--- src/hdl/smf_defines.svh ---
// Register offsets, bit positions and reset values of the serial flag block.
`ifndef SMF_DEFINES_SVH
`define SMF_DEFINES_SVH
`define SMF_OFS_CTRL 4'h0
`define SMF_OFS_STAT 4'h4
`define SMF_BIT_MASTER 7
`define SMF_BIT_TRANSMIT_DIRECTION_FLAG 6
`define SMF_BIT_BEGIN 5
`define SMF_BIT_HALT 4
`define SMF_BIT_RESP 3
`define SMF_BIT_LOST 2
`define SMF_BIT_ACK 1
`define SMF_BIT_EVENT 0
`define SMF_CTRL_RESET 8'h00
`define SMF_STAT_SCL 0
`define SMF_STAT_SDA 1
`define SMF_STAT_ACKWR 2
`define SMF_STAT_DATWR 3
`define SMF_SYNC_STAGES 2
`endif

--- src/hdl/smf_pkg.sv ---
// Types shared by the serial flag block and its helpers.
package smf_pkg;

  // Control and status flags, bit 7 down to bit 0.
  typedef struct packed {
    logic master;
    logic transmit_direction_flag;
    logic begin_condition_flag;
    logic halt_condition_flag;
    logic response_needed_flag;
    logic contention_lost_flag;
    logic ack;
    logic frame_event_flag;
  } smf_flags_t;

  // One-cycle events and levels from the byte engine on the same clock.
  typedef struct packed {
    logic start_gen;
    logic stop_gen;
    logic frame_begin;
    logic dat_write;
    logic byte_rcvd;
    logic byte_txd;
    logic ack_done;
    logic addr_rcvd;
    logic addressed;
    logic drive_one;
    logic in_ack;
    logic gen_attempt;
    logic receiving;
  } smf_evt_t;

  // Bus conditions found on the sampled lines.
  typedef struct packed {
    logic start_det;
    logic stop_det;
    logic scl;
    logic sda;
  } smf_line_t;

endpackage

--- src/hdl/smf_sync.sv ---
// Two-stage synchroniser for the clock and data pins.
`timescale 1ns/100ps
module smf_sync (
  input wire logic clk,
  input wire logic srst,
  input wire logic [1:0] pin_in,
  output logic [1:0] pin_out
);
  import smf_pkg::*;

  logic [1:0] meta_reg;
  logic [1:0] sync_reg;

  // Lines idle high, so both stages reset to one.
  always_ff @(posedge clk) begin
    if (srst) begin
      meta_reg <= 2'h3;
      sync_reg <= 2'h3;
    end else begin
      meta_reg <= pin_in;
      sync_reg <= meta_reg;
    end
  end

  assign pin_out = sync_reg;
endmodule

--- src/hdl/smf_cond_det.sv ---
// START and STOP detection on the synchronised bus lines.
`timescale 1ns/100ps
module smf_cond_det (
  input wire logic clk,
  input wire logic srst,
  input wire logic scl_s,
  input wire logic sda_s,
  output smf_pkg::smf_line_t line
);
  import smf_pkg::*;

  logic scl_reg;
  logic sda_reg;
  logic start_reg;
  logic stop_reg;
  wire logic start_next = scl_s && scl_reg && sda_reg && !sda_s;
  wire logic stop_next = scl_s && scl_reg && !sda_reg && sda_s;

  // Data moving while the clock stays high marks a START or a STOP.
  always_ff @(posedge clk) begin
    if (srst) begin
      scl_reg <= 1'b1;
      sda_reg <= 1'b1;
      start_reg <= 1'b0;
      stop_reg <= 1'b0;
    end else begin
      scl_reg <= scl_s;
      sda_reg <= sda_s;
      start_reg <= start_next;
      stop_reg <= stop_next;
    end
  end

  assign line = '{start_det: start_reg, stop_det: stop_reg, scl: scl_reg, sda: sda_reg};
endmodule

--- src/hdl/smf_flags.sv ---
// Control and status flags of a two-wire serial interface with a register port.
`timescale 1ns/100ps
`include "smf_defines.svh"
//
// Contract
// - Master flag sets when this device generates a START.
// - Master flag clears on generated STOP or lost arbitration.
// - Transmit flag sets on generated START or data written before a frame.
// - Transmit flag clears when a START is detected or arbitration lost.
// - Transmit flag clears when no data was written before a frame.
// - Begin flag sets on START plus address received; only software clears it.
// - Halt flag sets on STOP detected while addressed as slave.
// - Halt flag also sets when arbitration is lost to a detected STOP.
// - Halt flag clears once the requested STOP has been generated.
// - Response flag sets on byte received, clears after each acknowledge cycle.
// - Lost flag sets on unwanted repeated START as master, begin flag low.
// - Lost flag sets on clock line low while making STOP or repeated START.
// - Lost flag sets when a driven one reads low, acknowledge bits excepted.
// - Lost flag clears whenever software clears the frame event flag.
// - Transmitting: acknowledge bit records the inverted incoming acknowledge level.
// - Event flag sets on generated START, lost arbitration, or acknowledged byte.
// - Event flag sets when a byte is received.
// - Event flag sets on START plus slave address and direction received.
// - Event flag sets when a STOP is received (here only while addressed as slave and not master).
// - While the event flag is set, the clock line is held low.
// - Receiving: drive acknowledge if the bit is one, not-acknowledge if zero.
// - Clearing the event flag without writing acknowledge sends not-acknowledge.
module smf_flags (
  input wire logic clk,
  input wire logic srst,
  input wire logic [3:0] avs_address,
  input wire logic avs_read,
  input wire logic avs_write,
  input wire logic [31:0] avs_writedata,
  input wire logic [3:0] avs_byteenable,
  output logic [31:0] avs_readdata,
  output logic avs_waitrequest,
  input wire logic scl_i,
  input wire logic sda_i,
  output logic scl_o,
  output logic scl_oe_n,
  output logic sda_o,
  output logic sda_oe_n,
  input wire smf_pkg::smf_evt_t evt,
  output smf_pkg::smf_flags_t flags,
  output logic start_seen,
  output logic stop_seen
);
  import smf_pkg::*;

  // Address decode is shared by the read and the write path.
  function automatic logic hit(input logic [3:0] addr, input logic [3:0] ofs);
    hit = (addr == ofs);
  endfunction

  logic [1:0] pins_s;
  smf_line_t line;

  smf_sync u_sync (
    .clk(clk),
    .srst(srst),
    .pin_in({sda_i, scl_i}),
    .pin_out(pins_s)
  );

  smf_cond_det u_det (
    .clk(clk),
    .srst(srst),
    .scl_s(pins_s[0]),
    .sda_s(pins_s[1]),
    .line(line)
  );

  smf_flags_t f_reg;
  smf_flags_t f_next;
  logic ack_wr_reg;
  logic ack_wr_next;
  logic dat_wr_reg;
  logic dat_wr_next;
  logic wait_reg;
  logic [31:0] rdata_reg;
  logic scl_oe_n_reg;
  logic sda_oe_n_reg;
  logic start_seen_reg;
  logic stop_seen_reg;

  // A bus access completes at the edge where waitrequest is seen low.
  wire logic req = avs_read || avs_write;
  wire logic done = req && !wait_reg;
  wire logic is_ctrl = hit(avs_address, `SMF_OFS_CTRL);
  wire logic is_stat = hit(avs_address, `SMF_OFS_STAT);
  wire logic wr_ctrl = done && avs_write && is_ctrl && avs_byteenable[0];
  wire logic [7:0] wd = avs_writedata[7:0];

  // Software clearing the event flag; it also clears the contention lost flag.
  wire logic sw_ev_clr = wr_ctrl && f_reg.frame_event_flag && !wd[`SMF_BIT_EVENT];

  // Contention sources.
  wire logic lost_rstart = line.start_det && f_reg.master &&
    !f_reg.begin_condition_flag && !evt.start_gen;
  wire logic lost_scl = evt.gen_attempt && !line.scl;
  wire logic lost_sda = evt.drive_one && !evt.in_ack && !line.sda;
  wire logic lost_stop = line.stop_det && f_reg.master && !evt.stop_gen;
  wire logic arb_lost = lost_rstart || lost_scl || lost_sda || lost_stop;

  // A received STOP matters to us only when we are the addressed slave.
  wire logic stop_rx = line.stop_det && evt.addressed && !f_reg.master;

  // Every hardware reason for a new frame event.
  wire logic ev_set = evt.start_gen || arb_lost || evt.byte_txd ||
    evt.byte_rcvd ||
    evt.addr_rcvd ||
    stop_rx;

  // Acknowledge value put on the line: an unwritten bit counts as zero.
  wire logic ack_eff = f_reg.ack && ack_wr_reg;

  // Next value of each flag; where set and clear meet, the set wins.
  always_comb begin
    f_next = f_reg;
    ack_wr_next = ack_wr_reg;
    dat_wr_next = dat_wr_reg;

    // Software writable bits first, so hardware events overrule them.
    if (wr_ctrl) begin
      f_next.begin_condition_flag = wd[`SMF_BIT_BEGIN];
      f_next.halt_condition_flag = wd[`SMF_BIT_HALT];
      f_next.ack = wd[`SMF_BIT_ACK];
      f_next.frame_event_flag = wd[`SMF_BIT_EVENT];
      ack_wr_next = 1'b1;
    end

    // Master state.
    if (evt.stop_gen || arb_lost) begin
      f_next.master = 1'b0;
    end
    if (evt.start_gen) begin
      f_next.master = 1'b1;
    end

    // Direction, decided at each frame from whether data was written.
    if (evt.dat_write) begin
      dat_wr_next = 1'b1;
    end
    if (line.start_det || arb_lost) begin
      f_next.transmit_direction_flag = 1'b0;
    end
    if (evt.frame_begin) begin
      f_next.transmit_direction_flag = dat_wr_reg;
      dat_wr_next = evt.dat_write;
    end
    if (evt.start_gen) begin
      f_next.transmit_direction_flag = 1'b1;
    end

    // Begin flag is set by hardware on address received, and by software writes.
    if (evt.addr_rcvd) begin
      f_next.begin_condition_flag = 1'b1;
    end

    // Halt flag.
    if (evt.stop_gen && f_reg.halt_condition_flag) begin
      f_next.halt_condition_flag = 1'b0;
    end
    if (stop_rx) begin
      f_next.halt_condition_flag = 1'b1;
    end
    if (lost_stop) begin
      f_next.halt_condition_flag = 1'b1;
    end

    // Response needed flag.
    if (evt.ack_done) begin
      f_next.response_needed_flag = 1'b0;
    end
    if (evt.byte_rcvd || evt.addr_rcvd) begin
      f_next.response_needed_flag = 1'b1;
      ack_wr_next = 1'b0;
    end

    // Contention flag follows the event flag's software clear.
    if (sw_ev_clr) begin
      f_next.contention_lost_flag = 1'b0;
    end
    if (arb_lost) begin
      f_next.contention_lost_flag = 1'b1;
    end

    // Incoming acknowledge while transmitting: low line means acknowledged.
    if (evt.byte_txd && !evt.receiving) begin
      f_next.ack = !line.sda;
    end

    // Event flag: a new event in the clearing cycle keeps it set.
    if (ev_set) begin
      f_next.frame_event_flag = 1'b1;
    end
  end

  // Flag and bookkeeping state.
  always_ff @(posedge clk) begin
    if (srst) begin
      f_reg <= `SMF_CTRL_RESET;
      ack_wr_reg <= 1'b0;
      dat_wr_reg <= 1'b0;
    end else begin
      f_reg <= f_next;
      ack_wr_reg <= ack_wr_next;
      dat_wr_reg <= dat_wr_next;
    end
  end

  // Read mux; unmapped addresses read zero and ignore writes.
  wire logic [31:0] stat_word = {28'h0000000, dat_wr_reg, ack_wr_reg, line.sda, line.scl};
  wire logic [31:0] ctrl_word = {24'h000000, f_reg};
  wire logic [31:0] rd_next = is_ctrl ? ctrl_word : (is_stat ? stat_word : 32'h00000000);

  // One wait state per access; idle waitrequest stays high.
  always_ff @(posedge clk) begin
    if (srst) begin
      wait_reg <= 1'b1;
      rdata_reg <= 32'h00000000;
    end else begin
      wait_reg <= !(req && wait_reg);
      if (req && wait_reg) begin
        rdata_reg <= rd_next;
      end
    end
  end

  // Line drivers. Loading the clock driver from the flag's next value keeps the
  // stall exact: it ends at the same edge where the flag clears.
  wire logic sda_pull = evt.in_ack && evt.receiving && ack_eff;
  always_ff @(posedge clk) begin
    if (srst) begin
      scl_oe_n_reg <= 1'b1;
      sda_oe_n_reg <= 1'b1;
      start_seen_reg <= 1'b0;
      stop_seen_reg <= 1'b0;
    end else begin
      scl_oe_n_reg <= !f_next.frame_event_flag;
      sda_oe_n_reg <= !sda_pull;
      start_seen_reg <= line.start_det;
      stop_seen_reg <= line.stop_det;
    end
  end

  assign avs_readdata = rdata_reg;
  assign avs_waitrequest = wait_reg;
  assign flags = f_reg;
  assign scl_o = 1'b0;
  assign sda_o = 1'b0;
  assign scl_oe_n = scl_oe_n_reg;
  assign sda_oe_n = sda_oe_n_reg;
  assign start_seen = start_seen_reg;
  assign stop_seen = stop_seen_reg;
endmodule

--- config.mk ---
export PLATFORM = sky130hd
export DESIGN_NAME = smf_flags
export DESIGN_NICKNAME = d
export VERILOG_FILES = /design/src/hdl/smf_pkg.sv /design/src/hdl/smf_sync.sv /design/src/hdl/smf_cond_det.sv /design/src/hdl/smf_flags.sv
export VERILOG_INCLUDE_DIRS = /design/src /design/src/hdl
export SDC_FILE = /design/constraint.sdc
export NUM_CORES = 1
export LEC_CHECK = 0
export BUFFER_PORTS_ARGS = -buffer_cell sky130_fd_sc_hd__buf_2
export CAP_MARGIN = 20
export CORE_ASPECT_RATIO = 0.5
export CORE_MARGIN = 4
export CORE_UTILIZATION = 40
export DETAILED_ROUTE_END_ITERATION = 8
export HOLD_SLACK_MARGIN = 0.06
export PLACE_DENSITY = 0.8
export SLEW_MARGIN = 20
export SYNTH_ARGS = -nofsm -noshare
export SYNTH_HDL_FRONTEND = slang
export SYNTH_HIERARCHICAL = 1
export SYNTH_SLANG_ARGS = --single-unit
--- constraint.sdc ---
create_clock -name clk -period 1.8 [get_ports clk]
set_input_delay 0.45 -clock clk [delete_from_list [all_inputs] [get_ports clk]]
set_output_delay 0.45 -clock clk [all_outputs]
set_load 0.005 [all_outputs]
* Word level (Yosys, flattened, before mapping)
Cells that the tools add are included.
** Storage, ports and cells
- Flip-flop bits (word level) :: 55
- Bits of input ports :: 59
- Output and inout port bits :: 47
** Cells by class
- Equal/unequal tests :: 1
- Muxes and demuxes :: 21
- Reductions and logical operators :: 63
** Operators with widths (number)
- $logic_and A1 B1 Y1 :: 27
- $mux W1 :: 17
- $logic_not A1 Y1 :: 14
- $logic_or A1 B1 Y1 :: 12
- $reduce_bool A2 Y1 :: 6
- $mux W8 :: 1
- $eq A4 B3 Y1 const B :: 1
- $logic_not A4 Y1 :: 1
- $mux W2 :: 2
- $mux W4 :: 1
- $reduce_bool A4 Y1 :: 1
- $reduce_bool A3 Y1 :: 1
- $reduce_or A2 Y1 :: 1

* Longest topological paths before layout
Gate-level depths: netlist of run 1.
- Depth after elaboration :: 13
- Mapped depth :: 5

* By module
Netlist of run 1, hierarchy kept.
** By module, submodules not included
- smf_flags :: times used 1, cells each 132, area each 1179.9 um2
- smf_cond_det :: times used 1, cells each 14, area each 151.4 um2
- smf_sync :: times used 1, cells each 8, area each 105.1 um2

* Worst setup path before layout of run 1
Ideal clock, no wire load.
- Kind :: input port to flip-flop
- From :: input port avs_address[2]
- To :: register scl_oe_n_reg (netlist: scl_oe_n)
- Arrival time :: 1.294 ns
- Data required time :: 1.685 ns
- Slack :: 0.391 ns
- Stages :: 5
- Path buffers :: 1
- Cell sequence :: buf_2 > nor4_4 > nand3_4 > mux2i_1 > a31o_1
** On the way
- Longest elaborated chain between the ends :: 6
** Ends and longest elaborated chain
- start: declaration :: line smf_flags.sv:31 : input wire logic [3:0] avs_address,
- $logic_not A4 Y1 :: line smf_flags.sv:53 : hit = (addr == ofs);
- $logic_and A1 B1 Y1 (2 in a row) :: line smf_flags.sv:92 : wire logic wr_ctrl = done && avs_write && is_ctrl && avs_byteenable[0];
- $mux W2 :: line smf_flags.sv:125 : if (wr_ctrl) begin
- $mux W1 :: line smf_flags.sv:195 : if (ev_set) begin
- $logic_not A1 Y1 :: line smf_flags.sv:241 : scl_oe_n_reg <= !f_next.frame_event_flag;
- end signal: assignment :: line smf_flags.sv:241
- end: declaration :: line smf_flags.sv:82 : logic scl_oe_n_reg;
No other way between the ends. The select of a mux whose other input is x is not followed.
A chain may end at the register's enable or synchronous reset.

* Worst setup path in the final report of run 1
- From :: input port avs_address[1]
- To :: register, netlist name flags[1]
** On the way
- Longest elaborated chain between the ends :: 4
** Ends and longest elaborated chain (line)
- $logic_not A4 Y1 :: smf_flags.sv:53
- $logic_and A1 B1 Y1 (2 in a row) :: smf_flags.sv:92
- $reduce_bool A2 Y1 (no source line)
No other way between the ends.

==> results of run 1 <==
==> synth_stat cells <==
cell and count:
a31oi_1 2, and4b_1 1, a21oi_1 10, nor2b_1 8
conb_1 1, a2111oi_2 1, nand3_4 1, nor2_1 16
or2_1 5, buf_4 30, dfxtp_1 31, or3_1 1
o21ai_1 1, o22ai_1 1, a22oi_1 7, a31o_1 1
and2_1 1, nand2_1 2, or2_2 2, nor3_2 2
nor3b_1 1, nor3_1 1, o21ai_0 3, a211oi_1 1
nand2b_1 3, mux2i_1 4, buf_2 2, clkbuf_1 2
inv_1 5, nand4_1 2, or2_4 1, mux2_2 3
nor4_4 1, nor4b_1 1
==> logic make-up after synthesis <==
logic type	Yosys count
muxes	7
other	1
AOI/OAI and AO/OA	27
DFF	31
and+or+nand+nor	49
buffers and inverters	39
==> per-layer routing <==
layer | up-vias | part of all wire | track usage
met4 | 0 | 0.012 | 0.06813
li1 | 558 | - | -
met3 | 5 | 0.10 | 0.04192
met2 | 52 | 0.50 | 0.2461
met1 | 524 | 0.38 | 0.1551
met5 | - | 0 | 0
==> metrics by stage <==
| step | worst slack [ps] | hold WS [ps] | power (mW) | utilization |
|---|---|---|---|---|
| after CTS | 469.8 | 337.1 | 1.415 | 0.4911 |
| after detailed placement | 181.7 | 390.0 | 0.8827 | 0.4656 |
| after floorplan | 390.6 | 383.2 | 0.8564 | - |
| final | 464.5 | 347.9 | 1.397 | 0.4911 |
| after global routing | 394.5 | 337.4 | 1.470 | 0.4911 |
| after global placement | 216.7 | 385.3 | 0.8785 | 0.4656 |
==> power groups by stage <==
stage	logic [mW]	clock network [mW]	registers, mW
3_3_place_gp	0.138	0	0.740
2_1_floorplan	0.118	0	0.739
5_1_grt	0.161	0.579	0.729
6_report	0.143	0.527	0.727
4_1_cts	0.142	0.546	0.726
3_5_place_dp	0.141	0	0.741
==> worst max-delay path by stage <==
stage / end / slack, ps
global route: flags[1] / 390
global placement: scl_oe_n / 220
CTS: flags[1] / 470
detailed placement: flags[1] / 180
finish: flags[1] / 460
floorplan: scl_oe_n / 390
==> cell type report <==
| type | count | area, um2 | share of cell area |
|---|---|---|---|
| Clock buffer | 6 | 82.58 | 0.04896 |
| Multi-Input combinational cell | 109 | 648.1 | 0.3843 |
| Sequential cell | 31 | 620.6 | 0.3680 |
| Timing Repair Buffer | 49 | 247.7 | 0.1469 |
| Tap cell | 51 | 63.81 | 0.03783 |
| Inverter | 5 | 18.77 | 0.01113 |
| Clock inverter | 1 | 5.005 | 0.002967 |
==> flow_summary_export.csv, run 1 <==
group,metric,value,unit
synth,synth.distinct_cells,34,
synth,synth_cells,154,
cts,cts_num_sinks,31,
global_route,grtUsageTotal,0.1394,
synth,yosys.area.top_type,"dfxtp_1",
sta,period_needed,1336,ps
sta,hold_viol,0,
synth,synth-adder-area-share,0,
pwr,p_comb_frac,0.102,
die,die_area,4672,um2
final_layout,syn_to_final_growth,17.42,%
placement,placedCellCount,245,
synth,ys_seq_elements,31,
die,core,3435,um2
setup_path,crit_slowest_cell,"nor4_4",
sta,slew_headroom,0.6651,
drt,antenna_left,0,
drt,drt_iter0_markers,74,
cts,cts_tree,"built",
setup_path,cp_top_family,"simple AND/OR/NAND/NOR gates",
placement,port-buffer-count,48,
die,io_pins,106,
setup_path,critPathLaunchType,"input pin",
synth,synth-simple-area-share,0.2117,
drt,via_per_inst,4.520,
synth,synth_top_family_by_area,"simple AND/OR/NAND/NOR gates",
die,row_count,15,
setup_path,critPathBufInv,1,
sta,fin_worst_skew,5.100,ps
final_layout,instances_no_fill,252,
sta,clock.fmax,748.8,MHz
pwr,p_int,1.071,mW
setup_path,setup.worst_path.start,"avs_address[1]",
synth,synth.area.top_cells,"dfxtp_1, buf_4, nor2_1",
sta,tns,0,ps
cts,htreeDepth,2,
cts,clock_path_buffers,2,
drt,wl_per_cell,12.22,um
pwr,peakVddDrop,0.4123,mV
cts,cts.clk_slew.worst_paths,60,ps
synth,synth_compound_area_frac,0.1202,
setup_path,reg2reg_from,"avs_waitrequest",
final_layout,mostFrequentLayoutCell,"buf_2",
final_layout,num-nets-final,260,
placement,gp_congestion,0.8203,
drt,remaining_drc_errors,0,
synth,synth_top_area_frac,0.4321,
pwr,p_sw_frac,0.2331,
pwr,power_frac_seq,0.520,
cts,cts_hold_buf,0,
placement,placed_cell_area,1599,um2
setup_path,cp.depth,5,
pwr,power_frac_clock,0.378,
drt,drt_pre_antenna_iters,4,
synth,muxShareOfSynthArea,0.05139,
worst_hold_path,hold_path_end,"u_sync/meta_reg[1]",
job,max_cap_viol_count,0,
run_status,status,"finished clean",
sta,rsz0062_at_grt,"no",
sta,worst_slew_pin_slew,502.3,ps
setup_path,crit_chain,"buf_2 -> nor4_4 -> nand3_4 -> mux2i_1 -> a211oi_1",
die,start_util,0.4182,
sta,setup-violations-final,0,
global_route,grt_pass1_wl,5050,um
final_layout,final_cell_area,1687,um2
cts,post-cts-setup-buffers,0,
setup_path,worst_ep_required_time,1970,ps
synth,synth_warnings,6,
setup_path,r2r_slack,550,ps
cts,worst_skew_pair.late_latency,270,ps
setup_path,path_class,"in -> reg",
synth,syn_area,1436,um2
setup_path,endpoint_kind,"flip-flop",
pwr,power-per-cell-area,828.3,nW/um2
final_layout,drive_gt1_frac,0.3333,
die,die_h,50.38,um
setup_path,crit_fanout,6,
worst_hold_path,hold_depth,2,
worst_hold_path,min_path_type,"in -> reg",
drt,wirelength,3080,um
sta,finalCritPeriodShare,0.7420,
global_route,overflow,0,
global_route,antenna_found_initial,0,
cts,numCtsBuffers,5,
setup_path,r2r_cells,4,
final_layout,fill_cells,317,
cts,cts-root-buf,"clkbuf_8",
synth,avgSynthCellArea,9.327,um2
die,die_w,92.75,um
placement,dp.final_hpwl,2433,um
setup_path,timing.rr.end,"flags[1]",
cts,cts_resized,0,
worst_hold_path,hold_start,"sda_i",
setup_path,crit_arrival,1510,ps
final_layout,num_antenna_cells,0,
synth,synthXorXnorAreaFrac,0,
synth,synth-seq-area-share,0.4321,
drt,vias,1139,
pwr,power_leakage,0.8065,nW
global_route,grt_max_degree,31,
global_route,grt_pass1_vias,1117,
final_layout,mostFrequentLayoutCells,"buf_2, dfxtp_1, conb_1",
setup_path,slowest_delay,330,ps
sta,slew_violations,0,
pwr,switching_power,325.7,uW
Note: power is estimated with default switching activity, not from simulation.
==> run 2, diff against run 1 <==
--- a/config.mk
+++ b/config.mk
@@ -6,11 +6,12 @@
 export SDC_FILE = /design/constraint.sdc
 export NUM_CORES = 1
 export LEC_CHECK = 0
+export ABC_AREA = 1
 export BUFFER_PORTS_ARGS = -buffer_cell sky130_fd_sc_hd__buf_2
 export CAP_MARGIN = 20
 export CORE_ASPECT_RATIO = 0.5
 export CORE_MARGIN = 4
-export CORE_UTILIZATION = 40
+export CORE_UTILIZATION = 41
 export DETAILED_ROUTE_END_ITERATION = 8
 export HOLD_SLACK_MARGIN = 0.06
 export PLACE_DENSITY = 0.8
==> constraint.sdc (replaced) <==
create_clock -name clk -period 1.3 [get_ports clk]
set_input_delay 0.325 -clock clk [delete_from_list [all_inputs] [get_ports clk]]
set_output_delay 0.325 -clock clk [all_outputs]
set_load 0.005 [all_outputs]
==> run 2 against run 1 <==
Against the previous run:
- final area up 7.5%
- largest power group unchanged
- via count grew 20%
- worst setup slack worse by 400 ps
- flip-flop and latch count stayed put
- highest routed layer unchanged
==> flow_summary_export.csv, run 2 <==
group,metric,value,unit
synth,synth_warnings,6,
final_layout,instances_no_fill,315,
placement,port-buffer-count,48,
final_layout,drive_gt1_frac,0.2841,
sta,fin_worst_skew,7.790,ps
sta,tns,0,ps
job,max_cap_viol_count,0,
global_route,grt_max_degree,18,
cts,htreeDepth,2,
die,start_util,0.4349,
cts,clock_path_buffers,2,
cts,worst_skew_pair.late_latency,280,ps
drt,wl_per_cell,10.40,um
cts,cts_hold_buf,0,
final_layout,num-nets-final,323,
synth,synth_top_area_frac,0.4066,
final_layout,fill_cells,332,
synth,ys_seq_elements,31,
final_layout,mostFrequentLayoutCells,"buf_2, inv_1, dfxtp_1",
die,die_area,4822,um2
synth,synth-seq-area-share,0.4066,
cts,cts-root-buf,"clkbuf_8",
setup_path,endpoint_kind,"output port",
synth,synth-async-reset-ratio,0,
sta,timing.hold.ws,220.4,ps
die,io_pins,106,
global_route,overflow,0,
drt,drt_pre_antenna_iters,4,
synth,synth.area.top_cells,"dfxtp_1, buf_4, inv_1",
setup_path,crit_fanout,5,
cts,post-cts-setup-buffers,0,
drt,drt_iter0_markers,72,
sta,slew_violations,0,
final_layout,mostFrequentLayoutCell,"buf_2",
setup_path,slowest_delay,390,ps
placement,dp.final_hpwl,2654,um
drt,vias,1370,
drt,antenna_left,0,
placement,gp_congestion,0.8501,
setup_path,path_class,"reg -> out",
final_layout,syn_to_final_growth,18.77,%
die,core,3510,um2
sta,hold_viol,0,
placement,placedCellCount,308,
cts,cts_tree,"built",
setup_path,crit_chain,"buf_4 -> buf_2",
sta,period_needed,1235,ps
sta,clock.fmax,810.0,MHz
die,row_count,15,
pwr,peakVddDrop,0.3842,mV
global_route,grt_pass1_wl,5188,um
global_route,grtUsageTotal,0.1374,
run_status,status,"finished clean",
synth,yosys-top-cells-count,"inv_1, buf_4, dfxtp_1, nand2_1, nor2_1",
synth,yosys.area.top_type,"dfxtp_1",
die,die_h,51.15,um
setup_path,critPathLaunchType,"flip-flop",
final_layout,num_antenna_cells,0,
worst_hold_path,min_path_type,"in -> reg",
die,die_w,94.29,um
setup_path,crit_arrival,910,ps
cts,cts.clk_slew.worst_paths,60,ps
sta,finalCritPeriodShare,0.9496,
setup_path,worst_ep_required_time,980,ps
synth,avgSynthCellArea,7.234,um2
sta,setup-violations-final,0,
synth,ys.flop_type,"dfxtp_1",
global_route,antenna_found_initial,0,
sta,rsz0062_at_grt,"no",
synth,synth_edf_count,0,
global_route,grt_pass1_vias,1209,
drt,via_per_inst,4.349,
pwr,power_leakage,1.020,nW
cts,cts_num_sinks,31,
pwr,fin_total_pwr,2.001,mW
synth,synth_cells,211,
pwr,power-per-cell-area,1104,nW/um2
cts,cts_resized,0,
synth,synth.distinct_cells,23,
drt,remaining_drc_errors,0,
setup_path,crit_slowest_cell,"dfxtp_1",
synth,syn_area,1526,um2
cts,numCtsBuffers,5,
drt,wirelength,3276,um
synth,synth_most_common_cell,"inv_1",
==> run 2: changes by cell type in the layout (fill, tap and decap cells not counted), sizes merged, moves of 8 or more <==
cell   change
nor2b      -8
nand3     +13
nand2     +31
inv       +31
nor2      +18
o21ai      +8
==> run 2: worst max-delay path, delay by kind of cell, from the launching register on <==
kind     cells  cell delay (ps)
flops        1              390
buf+inv      2              250
==> run 2: layout make-up <==
cell class / instances / area, um2 / area share
clock buffers: 6 / 82.58 / 0.04555
clock inverters: 1 / 5.005 / 0.002761
inverters: 36 / 135.1 / 0.07453
multi-input cells: 137 / 628.1 / 0.3464
flip-flops and latches: 31 / 620.6 / 0.3423
well taps: 51 / 63.81 / 0.03520
repair buffers: 53 / 277.8 / 0.1532
==> run 2: metrics by stage <==
stage          area, um2  setup slack [ps]  utilization
2_1_floorplan       1620             204.6            -
3_3_place_gp        1725             36.89       0.4916
3_5_place_dp        1725            -2.088       0.4916
4_1_cts             1813             56.51       0.5166
5_1_grt             1813             6.356       0.5166
6_report            1813             65.48       0.5166
==> run 2: path summary, 6_finish.rpt <==
kind,startpoint,to,slack (ps),cells after the start
setup / recovery,flags[7],flags[7],70,2
hold / removal,scl_i,u_sync/meta_reg[0],220,3
setup reg to reg,avs_waitrequest,flags[0],140,8
hold reg to reg,u_sync/meta_reg[1],u_sync/pin_out[1],410,2
==> run 2: cell families (layout without fill, tap and decap cells) <==
kind of cell	count (synthesis)	in the layout	synth area share
buffers and inverters	68	96	0.2434
other	1	26	0.002457
AO/OA/AOI/OAI	25	25	0.09099
flip-flops	31	31	0.4066
AND/OR/NAND/NOR	86	86	0.2566
==> run 2: power by group <==
| group | leakage [nW] | internal (mW) | total [mW] | switching [mW] |
|---|---|---|---|---|
| Sequential | 0.255 | 0.989 | 1.01 | 0.0213 |
| Combinational | 0.718 | 0.100 | 0.245 | 0.145 |
| Clock | 0.0470 | 0.414 | 0.746 | 0.331 |
| Total | 1.02 | 1.50 | 2.00 | 0.497 |
==> run 2: layer usage <==
layer | up-vias | share of wire | track usage
met5 | - | 0 | 0
met4 | 0 | 0.016 | 0.05755
met3 | 6 | 0.098 | 0.04412
met2 | 66 | 0.50 | 0.2488
met1 | 602 | 0.38 | 0.1493
li1 | 696 | - | -
==> run 3, diff against run 2 <==
--- a/config.mk
+++ b/config.mk
@@ -11,12 +11,11 @@
 export CAP_MARGIN = 20
 export CORE_ASPECT_RATIO = 0.5
 export CORE_MARGIN = 4
-export CORE_UTILIZATION = 41
+export CORE_UTILIZATION = 40
 export DETAILED_ROUTE_END_ITERATION = 8
 export HOLD_SLACK_MARGIN = 0.06
-export PLACE_DENSITY = 0.8
+export PLACE_DENSITY = 0.79
 export SLEW_MARGIN = 20
 export SYNTH_ARGS = -nofsm -noshare
 export SYNTH_HDL_FRONTEND = slang
-export SYNTH_HIERARCHICAL = 1
 export SYNTH_SLANG_ARGS = --single-unit
==> run 3 against run 2 <==
Against the previous run:
- clock power up 12%
- final cell count fell by 2.2%
- sequential power hardly changed
- worst setup slack got worse by 7.5 ps
==> flow_summary_export.csv, run 3 <==
group,metric,value,unit
run_status,status,"finished clean",
cts,numCtsBuffers,5,
die,die_w,93.78,um
cts,worst_skew_pair.late_latency,290,ps
drt,vias,1333,
synth,synth.area.top_cells,"dfxtp_1, buf_4, nor2_1",
worst_hold_path,min_path_type,"in -> reg",
sta,clock.fmax,805.1,MHz
setup_path,critPathLaunchType,"flip-flop",
synth,syn_area,1471,um2
pwr,peakVddDrop,0.5388,mV
global_route,grt_max_degree,12,
drt,drt_pre_antenna_iters,4,
die,start_util,0.4215,
synth,yosys-top-cells-count,"dfxtp_1, nor2_1, inv_1, nand2_1, buf_4",
synth,synth_most_common_cell,"dfxtp_1",
sta,hold_viol,0,
pwr,power_leakage,0.9804,nW
sta,slew_violations,0,
sta,rsz0062_at_grt,"no",
sta,fin_worst_skew,5.421,ps
setup_path,crit_chain,"buf_4 -> buf_2",
die,row_count,15,
setup_path,crit_fanout,5,
synth,synth-seq-area-share,0.4218,
sta,finalCritPeriodShare,0.9554,
die,io_pins,106,
setup_path,endpoint_kind,"output port",
final_layout,drive_gt1_frac,0.2996,
cts,clock_path_buffers,2,
synth,synth_cells,199,
synth,synth.distinct_cells,25,
global_route,grt_pass1_vias,1263,
global_route,antenna_found_initial,0,
final_layout,mostFrequentLayoutCell,"buf_2",
sta,setup-violations-final,0,
final_layout,num_antenna_cells,0,
synth,synth_warnings,0,
synth,avgSynthCellArea,7.394,um2
cts,post-cts-setup-buffers,0,
global_route,grt_pass1_wl,5395,um
placement,gp_congestion,0.8184,
final_layout,num-nets-final,315,
die,die_h,50.89,um
synth,synth_edf_count,0,
drt,wl_per_cell,10.78,um
drt,wirelength,3320,um
final_layout,fill_cells,340,
cts,cts_num_sinks,31,
drt,remaining_drc_errors,0,
placement,port-buffer-count,48,
setup_path,crit_arrival,920,ps
job,max_cap_viol_count,0,
drt,via_per_inst,4.328,
placement,dp.final_hpwl,2724,um
cts,htreeDepth,2,
pwr,fin_total_pwr,2.088,mW
pwr,power-per-cell-area,1156,nW/um2
final_layout,regArea,620.6,um2
cts,cts-root-buf,"clkbuf_8",
sta,tns,0,ps
setup_path,path_class,"reg -> out",
synth,synth_top_area_frac,0.4218,
synth,ys.flop_type,"dfxtp_1",
cts,cts.clk_slew.worst_paths,60,ps
global_route,overflow,0,
global_route,grtUsageTotal,0.1498,
die,die_area,4772,um2
setup_path,slowest_delay,380,ps
final_layout,multi_input_area,628.1,um2
synth,synth-async-reset-ratio,0,
synth,yosys.area.top_type,"dfxtp_1",
final_layout,mostFrequentLayoutCells,"buf_2, dfxtp_1, nor2_1",
cts,cts_tree,"built",
setup_path,crit_slowest_cell,"dfxtp_1",
sta,period_needed,1242,ps
die,core,3491,um2
setup_path,worst_ep_required_time,980,ps
final_layout,syn_to_final_growth,22.79,%
cts,cts_hold_buf,0,
drt,antenna_left,0,
cts,cts_resized,0,
drt,drt_iter0_markers,82,
synth,ys_seq_elements,31,
-- run 3: cell count changes in the layout (fill, tap and decap cells not counted), sizes merged, moves of 2 or more --
cell,change
clkbuf,+2
inv,-7
nand2,-4
nand3,-2
nor2,-2
nor4,+2
or2,+4
-- run 3: final cells by class --
type,instances,share of cell area
inverters,29,0.06025
clock buffers,8,0.05540
repair buffers,54,0.1579
multi-input cells,135,0.3476
well taps,51,0.03532
flip-flops and latches,31,0.3435
-- run 3: where the power goes --
part	switching, mW	internal, mW
sequential	0.0213	0.989
clock	0.349	0.482
combinational	0.142	0.103
total	0.513	1.57
-- run 3: final timing paths --
kind	from	endpoint	slack, ps	depth (start not counted)
max	flags[7]	flags[7]	60	2
min	scl_i	u_sync.meta_reg[0]	220	2
max reg2reg	avs_waitrequest	flags[0]	140	8
min reg2reg	u_sync.meta_reg[1]	u_sync.pin_out[1]	410	1
-- run 3: kinds of logic (layout without fill, tap and decap cells) --
family | count (synthesis) | after routing | share of synthesized area
compound gates | 25 | 25 | 0.09439
buf+inv | 58 | 91 | 0.2151
flops | 31 | 31 | 0.4218
other cells | 1 | 26 | 0.002549
simple gates | 84 | 84 | 0.2662
-- run 3: worst max-delay path, delay by kind of cell (launching register included) --
family	cells	cell delay, ps
buffers and inverters	2	250
flip-flops	1	380
-- run 3: through the flow --
step	utilization	setup WS (ps)	area [um2]	cells	hold WS [ps]
2_1_floorplan	-	203.8	1565	224	389.5
3_3_place_gp	0.4889	26.26	1707	300	391.2
3_5_place_dp	0.4889	-8.236	1707	300	399.1
4_1_cts	0.5176	51.43	1807	308	210.8
5_1_grt	0.5176	3.215	1807	308	213.0
6_report	0.5176	57.94	1807	308	217.1
-- run 3: per-layer routing --
layer | GRT usage | part of all wire | vias to the layer above
met1 | 0.1511 | 0.39 | 595
met5 | 0 | 0 | -
met3 | 0.05000 | 0.088 | 8
met4 | 0.09353 | 0.024 | 0
li1 | - | - | 678
met2 | 0.2703 | 0.49 | 52
